File: config.mk
export PLATFORM = sky130hd
export DESIGN_NAME = seqr_top
export DESIGN_NICKNAME = d
export VERILOG_FILES = /design/src/rtl/seqr_pkg.sv /design/src/rtl/seqr_top.sv
export SDC_FILE = /design/constraint.sdc
export NUM_CORES = 1
export LEC_CHECK = 0
export BUFFER_PORTS_ARGS = -buffer_cell sky130_fd_sc_hd__clkbuf_2
export CAP_MARGIN = 40
export CORE_ASPECT_RATIO = 0.75
export CORE_MARGIN = 4
export CORE_UTILIZATION = 55
export CTS_CLUSTER_SIZE = 30
export DETAILED_ROUTE_END_ITERATION = 16
export GPL_ROUTABILITY_DRIVEN = 0
export PLACE_DENSITY_LB_ADDON = 0.3
export SLEW_MARGIN = 20
export SYNTH_ARGS = -nofsm -noshare
export SYNTH_HDL_FRONTEND = slang
export SYNTH_SLANG_ARGS = --single-unit
File: constraint.sdc
create_clock -name clock -period 3.65 [get_ports clock]
set_input_delay 0.1825 -clock clock [delete_from_list [all_inputs] [get_ports clock]]
set_output_delay 0.1825 -clock clock [all_outputs]
set_load 0.05 [all_outputs]
File: src/rtl/seqr_pkg.sv
// constants and carrier types for the scsi event queue reporter
package seqr_pkg;

	localparam logic [7:0]  REG_CTRL         = 8'h00;
	localparam logic [7:0]  REG_EVSIZE       = 8'h04;
	localparam logic [7:0]  REG_AN_MASK      = 8'h08;
	localparam logic [7:0]  REG_STATUS       = 8'h0c;
	localparam int          CTRL_HOTPLUG     = 0;
	localparam int          CTRL_LEGACY      = 1;
	localparam int          CTRL_GUEST_BE    = 2;
	localparam int          CTRL_PACE        = 3;
	localparam int          CTRL_EMPTY_REP   = 4;
	localparam logic [4:0]  CTRL_RESET       = 5'h10;
	localparam logic [15:0] EVSIZE_RESET     = 16'h0010;
	localparam logic [31:0] AN_MASK_RESET    = 32'h0000_0000;
	localparam int          STAT_LOST        = 0;
	localparam int          STAT_DROP_LSB    = 16;

	localparam logic [31:0] LOST_EVENTS_FLAG = 32'h8000_0000;
	localparam logic [30:0] CODE_NO_EVENT    = 31'h0000_0000;
	localparam logic [1:0]  CODE_UNIT_RESET  = 2'h1;
	localparam logic [1:0]  ASYNC_NOTICE_EVENT_CODE = 2'h2;
	localparam logic [1:0]  PARAM_CHANGE_EVENT_CODE = 2'h3;
	localparam logic [31:0] REASON_UNIT_RESET_PRESENT = 32'h0000_0000;
	localparam logic [31:0] REASON_UNIT_APPEARED      = 32'h0000_0001;
	localparam logic [31:0] REASON_UNIT_GONE          = 32'h0000_0002;
	localparam logic [4:0]  PTYPE_MULTIMEDIA = 5'h05;

	localparam logic [3:0]  KEY_ILLEGAL_REQ  = 4'h5;
	localparam logic [3:0]  KEY_UNIT_ATTN    = 4'h6;
	localparam logic [7:0]  ASC_UNIT_GONE    = 8'h25;
	localparam logic [7:0]  ASC_RESET        = 8'h29;
	localparam logic [7:0]  ASC_APPEARED     = 8'h3f;
	localparam logic [7:0]  ASCQ_APPEARED    = 8'h0e;

	localparam logic [15:0] RECORD_BYTES     = 16'h0010;
	localparam logic [1:0]  LAST_WORD        = 2'h3;

	typedef struct packed {
		logic [1:0]  code;
		logic [63:0] lun;
		logic [31:0] reason;
		logic [4:0]  ptype;
	} seqr_event_t;

	typedef struct packed {
		logic [31:0] code;
		logic [63:0] lun;
		logic [31:0] reason;
	} seqr_record_t;

	typedef struct packed {
		logic [3:0]  key;
		logic [7:0]  asc;
		logic [7:0]  ascq;
		logic [63:0] lun;
	} seqr_sense_t;

	typedef enum logic [2:0]
	{
		ST_IDLE  = 3'b001,
		ST_WRITE = 3'b010,
		ST_GAP   = 3'b100
	} seqr_state_t;

endpackage : seqr_pkg

File: src/rtl/seqr_top.sv
// event record builder for the scsi event queue, with wishbone registers
`timescale 1ns/1ps
`default_nettype none
module seqr_top
	import seqr_pkg::*;
(
	input  wire logic        clock,
	input  wire logic        rst_n,
	input  wire logic        wb_cyc_i,
	input  wire logic        wb_stb_i,
	input  wire logic        wb_we_i,
	input  wire logic [7:0]  wb_adr_i,
	input  wire logic [3:0]  wb_sel_i,
	input  wire logic [31:0] wb_dat_i,
	output logic      [31:0] wb_dat_o,
	output logic             wb_ack_o,
	input  wire logic        ev_valid,
	input  wire seqr_event_t ev,
	output logic             ev_ack,
	input  wire logic        buf_valid,
	input  wire logic [15:0] buf_len,
	output logic             buf_take,
	output logic             wr_valid,
	output logic      [1:0]  wr_word,
	output logic      [31:0] wr_data,
	output logic             used_valid,
	output logic      [15:0] used_len,
	output logic             sense_valid,
	output seqr_sense_t      sense
);

	logic        [4:0]  ctrl_r;
	logic        [15:0] evsize_r;
	logic        [31:0] an_mask_r;
	logic        [15:0] drop_cnt_r;
	logic               lost_r;
	seqr_state_t        state_r;
	seqr_record_t       rec_r;
	logic        [1:0]  wcnt_r;

	logic               wb_req;
	logic               short_buf;
	logic               ev_ok;
	logic        [31:0] async_reason;
	logic               do_record;
	logic               do_empty;
	logic               do_drop;
	logic               do_discard;
	logic               do_take_ev;
	seqr_record_t       rec_nxt;

	function automatic logic [31:0] order(input logic [31:0] w, input logic swap);
		order = swap ? {w[7:0], w[15:8], w[23:16], w[31:24]} : w;
	endfunction : order
	function automatic logic [31:0] word_of(input seqr_record_t r, input logic [1:0] i, input logic swap);
		case (i)
			2'h0:    word_of = order(r.code, swap);
			2'h1:    word_of = r.lun[31:0];
			2'h2:    word_of = r.lun[63:32];
			default: word_of = order(r.reason, swap);
		endcase
	endfunction : word_of

	// wishbone slave: one wait state, ack for every address
	assign wb_req = wb_cyc_i && wb_stb_i && !wb_ack_o;

	always_ff @(posedge clock or negedge rst_n)
	begin
		if (!rst_n)
			wb_ack_o <= 1'b0;
		else
			wb_ack_o <= wb_req;
	end

	always_ff @(posedge clock or negedge rst_n)
	begin
		if (!rst_n)
		begin
			ctrl_r    <= CTRL_RESET;
			evsize_r  <= EVSIZE_RESET;
			an_mask_r <= AN_MASK_RESET;
		end
		else if (wb_req && wb_we_i)
		begin
			case (wb_adr_i)
				REG_CTRL:
					if (wb_sel_i[0])
						ctrl_r <= wb_dat_i[4:0];
				REG_EVSIZE:
				begin
					if (wb_sel_i[0])
						evsize_r[7:0] <= wb_dat_i[7:0];
					if (wb_sel_i[1])
						evsize_r[15:8] <= wb_dat_i[15:8];
				end
				REG_AN_MASK:
					for (int b = 0; b < 4; b++)
						if (wb_sel_i[b])
							an_mask_r[b*8 +: 8] <= wb_dat_i[b*8 +: 8];
				default: ;
			endcase
		end
	end

	always_ff @(posedge clock or negedge rst_n)
	begin
		if (!rst_n)
			wb_dat_o <= 32'h0000_0000;
		else if (wb_req && !wb_we_i)
		begin
			case (wb_adr_i)
				REG_CTRL:    wb_dat_o <= {27'h0000000, ctrl_r};
				REG_EVSIZE:  wb_dat_o <= {16'h0000, evsize_r};
				REG_AN_MASK: wb_dat_o <= an_mask_r;
				REG_STATUS:  wb_dat_o <= {drop_cnt_r, 15'h0000, lost_r};
				default:     wb_dat_o <= 32'h0000_0000;
			endcase
		end
	end

	// event filtering and the action taken when idle
	assign short_buf    = buf_valid && (buf_len < evsize_r);
	assign async_reason = ev.reason & an_mask_r;

	always_comb
	begin
		case (ev.code)
			CODE_UNIT_RESET:
				ev_ok = ctrl_r[CTRL_HOTPLUG] || (ev.reason == REASON_UNIT_RESET_PRESENT);
			ASYNC_NOTICE_EVENT_CODE:
				ev_ok = (async_reason != 32'h0000_0000);
			PARAM_CHANGE_EVENT_CODE:
				ev_ok = (ev.ptype != PTYPE_MULTIMEDIA);
			default:
				ev_ok = 1'b0;
		endcase
	end

	always_comb
	begin
		do_record  = 1'b0;
		do_empty   = 1'b0;
		do_drop    = 1'b0;
		do_discard = 1'b0;
		if (state_r == ST_IDLE)
		begin
			if (short_buf)
				do_empty = 1'b1;
			else if (ev_valid && !ev_ok)
				do_drop = 1'b1;
			else if (ev_valid && buf_valid)
				do_record = 1'b1;
			else if (ev_valid && !ctrl_r[CTRL_PACE])
				do_discard = 1'b1;
			else if (lost_r && buf_valid && ctrl_r[CTRL_EMPTY_REP])
				do_empty = 1'b1;
		end
	end

	assign do_take_ev = do_record || do_drop || do_discard;

	always_comb
	begin
		rec_nxt.code   = {lost_r, CODE_NO_EVENT} | (lost_r ? LOST_EVENTS_FLAG : 32'h0000_0000);
		rec_nxt.lun    = 64'h0000_0000_0000_0000;
		rec_nxt.reason = 32'h0000_0000;
		if (do_record)
		begin
			rec_nxt.code[1:0] = ev.code;
			rec_nxt.lun       = ev.lun;
			rec_nxt.reason    = (ev.code == ASYNC_NOTICE_EVENT_CODE) ? async_reason : ev.reason;
		end
	end

	// lost flag: a discard in the same cycle as a report keeps the flag set
	always_ff @(posedge clock or negedge rst_n)
	begin
		if (!rst_n)
			lost_r <= 1'b0;
		else if (do_discard)
			lost_r <= 1'b1;
		else if (do_record || do_empty)
			lost_r <= 1'b0;
	end

	always_ff @(posedge clock or negedge rst_n)
	begin
		if (!rst_n)
			drop_cnt_r <= 16'h0000;
		else if (do_discard)
			drop_cnt_r <= drop_cnt_r + 16'h0001;
	end

	// record writer: four words, then the used report
	always_ff @(posedge clock or negedge rst_n)
	begin
		if (!rst_n)
		begin
			state_r    <= ST_IDLE;
			rec_r      <= '0;
			wcnt_r     <= 2'h0;
			wr_valid   <= 1'b0;
			wr_word    <= 2'h0;
			wr_data    <= 32'h0000_0000;
			used_valid <= 1'b0;
			used_len   <= 16'h0000;
		end
		else
		begin
			used_valid <= 1'b0;
			case (state_r)
				ST_IDLE:
					if (do_record || do_empty)
					begin
						state_r  <= ST_WRITE;
						rec_r    <= rec_nxt;
						wcnt_r   <= 2'h0;
						wr_valid <= 1'b1;
						wr_word  <= 2'h0;
						wr_data  <= word_of(rec_nxt, 2'h0, ctrl_r[CTRL_LEGACY] && ctrl_r[CTRL_GUEST_BE]);
					end
					else if (do_drop || do_discard)
						state_r <= ST_GAP;
				ST_WRITE:
					if (wcnt_r == LAST_WORD)
					begin
						state_r    <= ST_IDLE;
						wr_valid   <= 1'b0;
						used_valid <= 1'b1;
						used_len   <= RECORD_BYTES;
					end
					else
					begin
						wcnt_r  <= wcnt_r + 2'h1;
						wr_word <= wcnt_r + 2'h1;
						wr_data <= word_of(rec_r, wcnt_r + 2'h1, ctrl_r[CTRL_LEGACY] && ctrl_r[CTRL_GUEST_BE]);
					end
				ST_GAP:
					state_r <= ST_IDLE;
				default:
					state_r <= ST_IDLE;
			endcase
		end
	end

	// acks are one-cycle pulses; the gap state lets sources drop valid
	always_ff @(posedge clock or negedge rst_n)
	begin
		if (!rst_n)
		begin
			ev_ack   <= 1'b0;
			buf_take <= 1'b0;
		end
		else
		begin
			ev_ack   <= do_take_ev;
			buf_take <= do_record || do_empty;
		end
	end

	// sense conditions follow every accepted unit reset or param change event, even a discarded one; async notices give none
	always_ff @(posedge clock or negedge rst_n)
	begin
		if (!rst_n)
		begin
			sense_valid <= 1'b0;
			sense       <= '0;
		end
		else
		begin
			sense_valid <= 1'b0;
			if (do_record || do_discard)
			begin
				sense.lun <= ev.lun;
				case (ev.code)
					CODE_UNIT_RESET:
					begin
						sense_valid <= 1'b1;
						if (ev.reason == REASON_UNIT_GONE)
						begin
							sense.key  <= KEY_ILLEGAL_REQ;
							sense.asc  <= ASC_UNIT_GONE;
							sense.ascq <= 8'h00;
						end
						else if (ev.reason == REASON_UNIT_APPEARED)
						begin
							sense.key  <= KEY_UNIT_ATTN;
							sense.asc  <= ASC_APPEARED;
							sense.ascq <= ASCQ_APPEARED;
						end
						else
						begin
							sense.key  <= KEY_UNIT_ATTN;
							sense.asc  <= ASC_RESET;
							sense.ascq <= 8'h00;
						end
					end
					PARAM_CHANGE_EVENT_CODE:
					begin
						sense_valid <= 1'b1;
						sense.key   <= KEY_UNIT_ATTN;
						sense.asc   <= ev.reason[7:0];
						sense.ascq  <= ev.reason[15:8];
					end
					default: sense_valid <= 1'b0;
				endcase
			end
		end
	end
endmodule : seqr_top
`default_nettype wire

==> metrics.yaml, run 1 <==
startpoint_type: "flip-flop"
crit_top_cell: "a211oi_1"
hold_viol_final: 0
synth_flop_cell: "dfrtp_1"
synthCells: 1497
whs_ns: 0.0206
clockBufferDepth: 3
hold_end: "wb_ack_o"
rr_endpoint: "rec_r[48]"
criticalPathCategory: "reg2reg"
p_int_mw: 7.40
ys_top_cells_by_area: "dfrtp_1, o21ai_0, nand2_1"
min_path_type: "in2reg"
required_ns: 4.01
core_um2: 26300
cellPowerDensity_nw_per_um2: 670
cellLeakagePower_nw: 9.47
dieWidth_um: 198
p_clk_share_pct: 26.7
crit_family: "compound AO/OA/AOI/OAI gates"
grt_pass1_wl_mm: 72.2
cts_resized: 0
grt_usage_pct: 30.4
setup_viol_count_final: 0
dp.cells: 2093
comb_power_share_pct: 35.7
path_depth: 11
synthToLayoutAreaGrowth_pct: 27.6
drive_gt1_share_pct: 24.2
drtPass1Iterations: 6
wire_per_inst_um: 20.2
rr_worst_depth: 11
rsz0062_at_grt: "no"
dieArea_um2: 29700
rrSetupSlack_ns: 0.56
power_mw: 12.7
die_y_um: 150
h-tree-depth: 2
cap_viol_max_count: 0
fillerInstances: 1955
clkLatencyLatePin_ns: 0.52
status: "complete, no violations"
ir_drop_mv: 0.708
routed_wl_mm: 45.7
synth_top_cell_by_area: "dfrtp_1"
holdPathStages: 3
slowest_stage: "a211oi_1"
arrival_ns: 3.45
max_stage_delay_ns: 0.65
ys_seq_area_share_pct: 55.2
cts.clk_slew.worst_paths_ns: 0.06
yosys-top-cells-count: "dfrtp_1, o21ai_0, nand2_1"
grt_remaining_overflow: 0
ant_nets: 0
viasPerCell: 5.90
synth_area_um2: 14900
cts.sinks: 328
max_freq_ghz: 0.323
cts_tree: "done"
fin_crit_sh_pct: 84.7
grt_pass1_vias: 13361
io_buffers: 325
drc_errors: 0
cp-end-kind: "flip-flop"
synth_cell_types: 69
path_cells: "inv_1, ha_1, a211oi_1, o21ai_1, a211oi_1, o21a_1, o21ai_4, buf_4, buf_12, nand3_1, o21ai_0"
fin_setup_tns_ns: 0
relSlewSlack_pct: 44.6
power_switching_mw: 5.31
synth_edf_count: 0
synth_most_common_cell: "dfrtp_1"
period_needed_ns: 3.09
ys_seq_elements: 328
critPathBufInv: 3
cts-root-buf: "clkbuf_16"
slew_viol_final: 0
grt_max_degree: 142
ys_warn_count: 0
final_nets: 2085
row_count: 51
cp_max_fo: 51
numCtsBuffers: 34
ios: 342
syn_area_per_cell_um2: 9.93
drtIter0Drc: 1386
instances_no_fill: 2262
worstHoldStart: "wb_cyc_i"
worst_pin_slew_ns: 0.830
reg2reg_from: "evsize_r[2]"
async_flop_share_pct: 100
initial_core_util_pct: 56.5
seq_power_share_pct: 37.6
antenna_found_initial: 1
yosysTopAreaCellShare_pct: 54.7
netSwitchingFraction_pct: 41.7
dp_hpwl_mm: 33.0
vias: 13335
finClkSkew_ns: 0.0233
[state kept, by name (all words and copies together) (netlist names), 2 cells and up]
signal      count
wr_data        32
wb_dat_o       32
ctrl_r          5
sense          83
evsize_r       16
an_mask_r      32
drop_cnt_r     16
rec_r          99
wcnt_r          2
state_r         3
[layout make-up]
cell class	instances	area [µm²]	share of cell area [%]
clock inverters	9	76.3	0.402
clock buffers	49	1010	5.33
flip-flops and latches	328	8210	43.3
diodes	1	2.50	0.0132
inverters	92	350	1.85
repair buffers	464	3050	16.1
multi-input cells	975	5840	30.8
well taps	344	430	2.27
[per-layer routing]
| metal | part of all wire [%] | GRT usage (%) | wire [µm] | vias up |
|---|---|---|---|---|
| li1 | - | - | - | 6045 |
| met1 | 40 | 41.3 | 18400 | 6503 |
| met2 | 46 | 47.0 | 20900 | 630 |
| met3 | 10 | 9.49 | 4600 | 155 |
| met4 | 3.8 | 10.4 | 1740 | 2 |
| met5 | 0.028 | 0 | 13 | - |
[kinds of logic (layout without fill, tap and decap cells)]
group,count (synthesis),after routing,synth area share [%]
and+or+nand+nor,483,483,15.2
AOI/OAI and AO/OA,390,390,17.0
DFF,328,328,55.2
buffers and inverters,209,614,6.06
muxes,50,50,3.91
adders and majority gates,20,20,1.68
xor gates and xnor gates,16,16,0.943
other,1,17,0.0252
[worst max path at each step]
stage	slack, ns	startpoint	to
floorplan	1.15	evsize_r[4]	wr_data[0]
global placement	0.66	evsize_r[2]	wr_data[24]
detailed placement	0.57	evsize_r[2]	rec_r[33]
CTS	0.55	evsize_r[2]	rec_r[48]
global route	0.36	evsize_r[2]	wr_data[0]
finish	0.56	evsize_r[2]	rec_r[48]
[cell usage in the layout (no fill, tap or decap), types with 4 or more instances in the layout]
| cell | Yosys | routed |
|---|---|---|
| dfrtp_1 | 325 | 325 |
| clkbuf_2 | 0 | 324 |
| o21ai_0 | 228 | 228 |
| nand2_1 | 199 | 199 |
| nand3_1 | 135 | 135 |
| dlygate4sd3_1 | 0 | 109 |
| inv_1 | 89 | 89 |
| nor2_1 | 74 | 73 |
| clkbuf_16 | 0 | 37 |
| a221oi_1 | 28 | 28 |
| a221o_1 | 28 | 28 |
| a32o_1 | 26 | 26 |
| mux2_2 | 23 | 23 |
| buf_4 | 18 | 22 |
| a21oi_1 | 20 | 20 |
| ha_1 | 20 | 19 |
| mux2_1 | 17 | 17 |
| conb_1 | 1 | 16 |
| a22oi_1 | 15 | 15 |
| xor2_1 | 13 | 13 |
| nor4_1 | 12 | 12 |
| nand4_1 | 9 | 9 |
| nor3_1 | 9 | 8 |
| clkbuf_1 | 81 | 8 |
| a21o_1 | 7 | 7 |
| buf_12 | 0 | 7 |
| nor2b_1 | 6 | 6 |
| o21ai_1 | 7 | 6 |
| a22o_1 | 6 | 6 |
| mux2_4 | 6 | 6 |
| clkinv_2 | 0 | 6 |
| a211oi_1 | 4 | 4 |
| and4_1 | 4 | 4 |
| and2_1 | 4 | 4 |
| o32ai_1 | 4 | 4 |
| nor4b_1 | 4 | 4 |
| mux2i_1 | 4 | 4 |
| clkbuf_8 | 0 | 4 |
[power by group through the flow]
stage                     sequential, mW  clock [mW]  combinational, mW
after floorplan                     6.64           0               1.30
after global placement              4.80           0               4.33
after detailed placement            4.82           0               4.40
after CTS                           4.76        3.44               4.50
after global routing                4.85        3.59               4.82
final                               4.78        3.40               4.53
[timing repair]
| action | CTS | global route |
|---|---|---|
| hold buffers | 108 | 1 |
| endpoints found under the hold margin | 289 | 1 |
| setup buffers | 0 | 0 |
[worst register-to-register path, delay by kind of cell (launching register included)]
family | cells | cell delay [ns]
AO/OA/AOI/OAI | 6 | 1.51
buffers and inverters | 3 | 0.64
flip-flops | 1 | 0.37
adder cells (fa/ha/maj) | 1 | 0.29
AND/OR/NAND/NOR | 1 | 0.14
[metrics by stage]
step	instance area [µm²]	util, %	worst slack (ns)
6_report	19000	72.2	0.559
5_1_grt	19000	72.2	0.358
4_1_cts	18900	72.0	0.554
3_5_place_dp	16800	63.8	0.570
3_3_place_gp	16800	63.7	0.658
2_1_floorplan	14900	-	1.15
No activity file was read; power rests on OpenSTA's default activity.
==> run 2, diff against run 1 <==
CORE_UTILIZATION = 54   (was 55)
clock period = 3.05 ns   (was 3.65 ns; I/O delays follow)
==> run 2 against run 1 <==
Clock-buffer cell count increased by 3. Core utilization fell by 1.2 points. Hold slack lost 0.016 ns. Maximum frequency grew 9.4%. Design area up 1.3%. Clock power increased by 33%. Register-to-register slack lost 0.34 ns. Combinational power up 20%. Final cell count increased by 0.84%. Non-clock buffer count grew 8. Sequential share of layout area down 0.55 points. Via count shrank 0.10%.
==> metrics.yaml, run 2 (same netlist as run 1, synthesis figures left out) <==
vias: 13321
cts-root-buf: "clkbuf_16"
holdPathStages: 3
grt_pass1_vias: 13064
pre_cts_slack_ns: 0.210
final_cell_mix: "dfrtp_1, clkbuf_2, o21ai_0"
slew_viol_final: 0
slowest_stage: "dfstp_2"
drc_errors: 0
rr_worst_depth: 10
reg.largest.list: "rec_r x99, sense x83"
fin_setup_tns_ns: 0
cp_max_fo: 26
drive_gt1_share_pct: 24.3
cts.sinks: 328
cellPowerDensity_nw_per_um2: 815
cts.clk_slew.worst_paths_ns: 0.06
numCtsBuffers: 34
cap_viol_max_count: 0
synthToLayoutAreaGrowth_pct: 29.3
grt_pass1_wl_mm: 71.4
fin_crit_sh_pct: 92.7
hold_viol_final: 0
wire_per_inst_um: 20.3
drtPass1Iterations: 8
setup_ws_ns: 0.223
dp_hpwl_mm: 32.2
worst_pin_slew_ns: 0.783
required_ns: 3.50
crit_top_cell: "a211oi_1"
layout.cells.most_common: "dfrtp_1"
dieArea_um2: 30300
grt_max_degree: 139
largest_reg_flops: 99
final_nets: 2093
period_needed_ns: 2.83
cts_tree: "done"
antenna_found_initial: 0
path_cells: "inv_1, ha_1, a211oi_1, nor2_1, a211oi_1, o31ai_4, o21ai_4, and3_1, buf_4, a32o_1"
die_y_um: 152
cp-end-kind: "flip-flop"
io_buffers: 325
min_path_type: "in2reg"
cellLeakagePower_nw: 9.57
clockBufferDepth: 3
critPathBufInv: 2
grt_remaining_overflow: 0
max_stage_delay_ns: 0.53
criticalPathCategory: "reg2reg"
post_cts.repair.setup_buffers: 0
dieWidth_um: 200
core_um2: 27100
arrival_ns: 3.27
startpoint_type: "flip-flop"
whs_ns: 0.00467
power_mw: 15.7
ant_nets: 0
initial_core_util_pct: 54.9
ir_drop_mv: 0.513
relSlewSlack_pct: 47.8
rsz0062_at_grt: "no"
setup_viol_count_final: 0
finClkSkew_ns: 0.0195
routed_wl_mm: 46.3
grt_usage_pct: 30.0
clkLatencyLatePin_ns: 0.52
crit_family: "compound AO/OA/AOI/OAI gates"
drtIter0Drc: 1586
ios: 342
row_count: 52
largest-register: "rec_r"
viasPerCell: 5.84
h-tree-depth: 2
status: "complete, no violations"
max_freq_ghz: 0.354
path_depth: 10
run 2: changes by cell type in the layout (fill, tap and decap cells not counted), sizes merged:
cell	before	now
clkinvlp	1	2
dlygate4sd3	109	120
clkbuf	373	376
buf	31	28
bufinv	1	4
clkinv	7	4
run 2: path summary, 6_finish.rpt:
check / start / to / slack (ns)
max in group asynchronous: rst_n / sense[28] / 2.04
max reg2reg: evsize_r[4] / wr_data[21] / 0.22
min: ev[25] / rec_r[20] / 0.005
min in group asynchronous: rst_n / wb_dat_o[22] / 0.03
min reg2reg: sense[82] / sense[82] / 0.47
max: evsize_r[4] / wr_data[21] / 0.22
run 2: final cells by class:
| cell class | instances | area [µm²] |
|---|---|---|
| sequential | 328 | 8210 |
| fill | 2003 | 7850 |
| multi-input combinational | 975 | 5840 |
| timing repair buffer | 472 | 3130 |
| clock buffer | 52 | 1080 |
| tap | 351 | 439 |
| inverter | 92 | 350 |
| clock inverter | 10 | 155 |
| antenna | 1 | 2.50 |
run 2: worst min-delay path: cells and delay by family:
| kind | cells | cell delay [ns] |
|---|---|---|
| buffers and inverters | 1 | 0.10 |
| AOI/OAI and AO/OA | 2 | 0.21 |
run 2: routing by layer:
layer / global-route usage [%] / share of wire [%] / wire length (µm) / vias up
li1: - / - / - / 6048
met2: 46.1 / 45 / 20900 / 666
met5: 0 / 0 / 0 / -
met3: 8.69 / 9.2 / 4250 / 166
met4: 10.3 / 4.1 / 1880 / 0
met1: 41.2 / 42 / 19300 / 6441
run 2: through the flow:
stage	util [%]	cell area [µm²]	cells
4_1_cts	71.0	19200	2280
6_report	71.0	19200	2281
2_1_floorplan	-	14900	1512
3_5_place_dp	62.0	16800	2098
5_1_grt	71.0	19200	2280
3_3_place_gp	62.0	16800	2098
run 2: where the power goes:
group	switching, mW	internal [mW]
sequential	0.539	5.17
combinational	4.12	1.31
clock	1.72	2.79
run 2: timing repair:
action	4_1_cts	5_1_grt
gates resized for setup	0	1
endpoints found under the setup margin	0	33
hold endpoints to repair	533	0
hold buffers	120	0
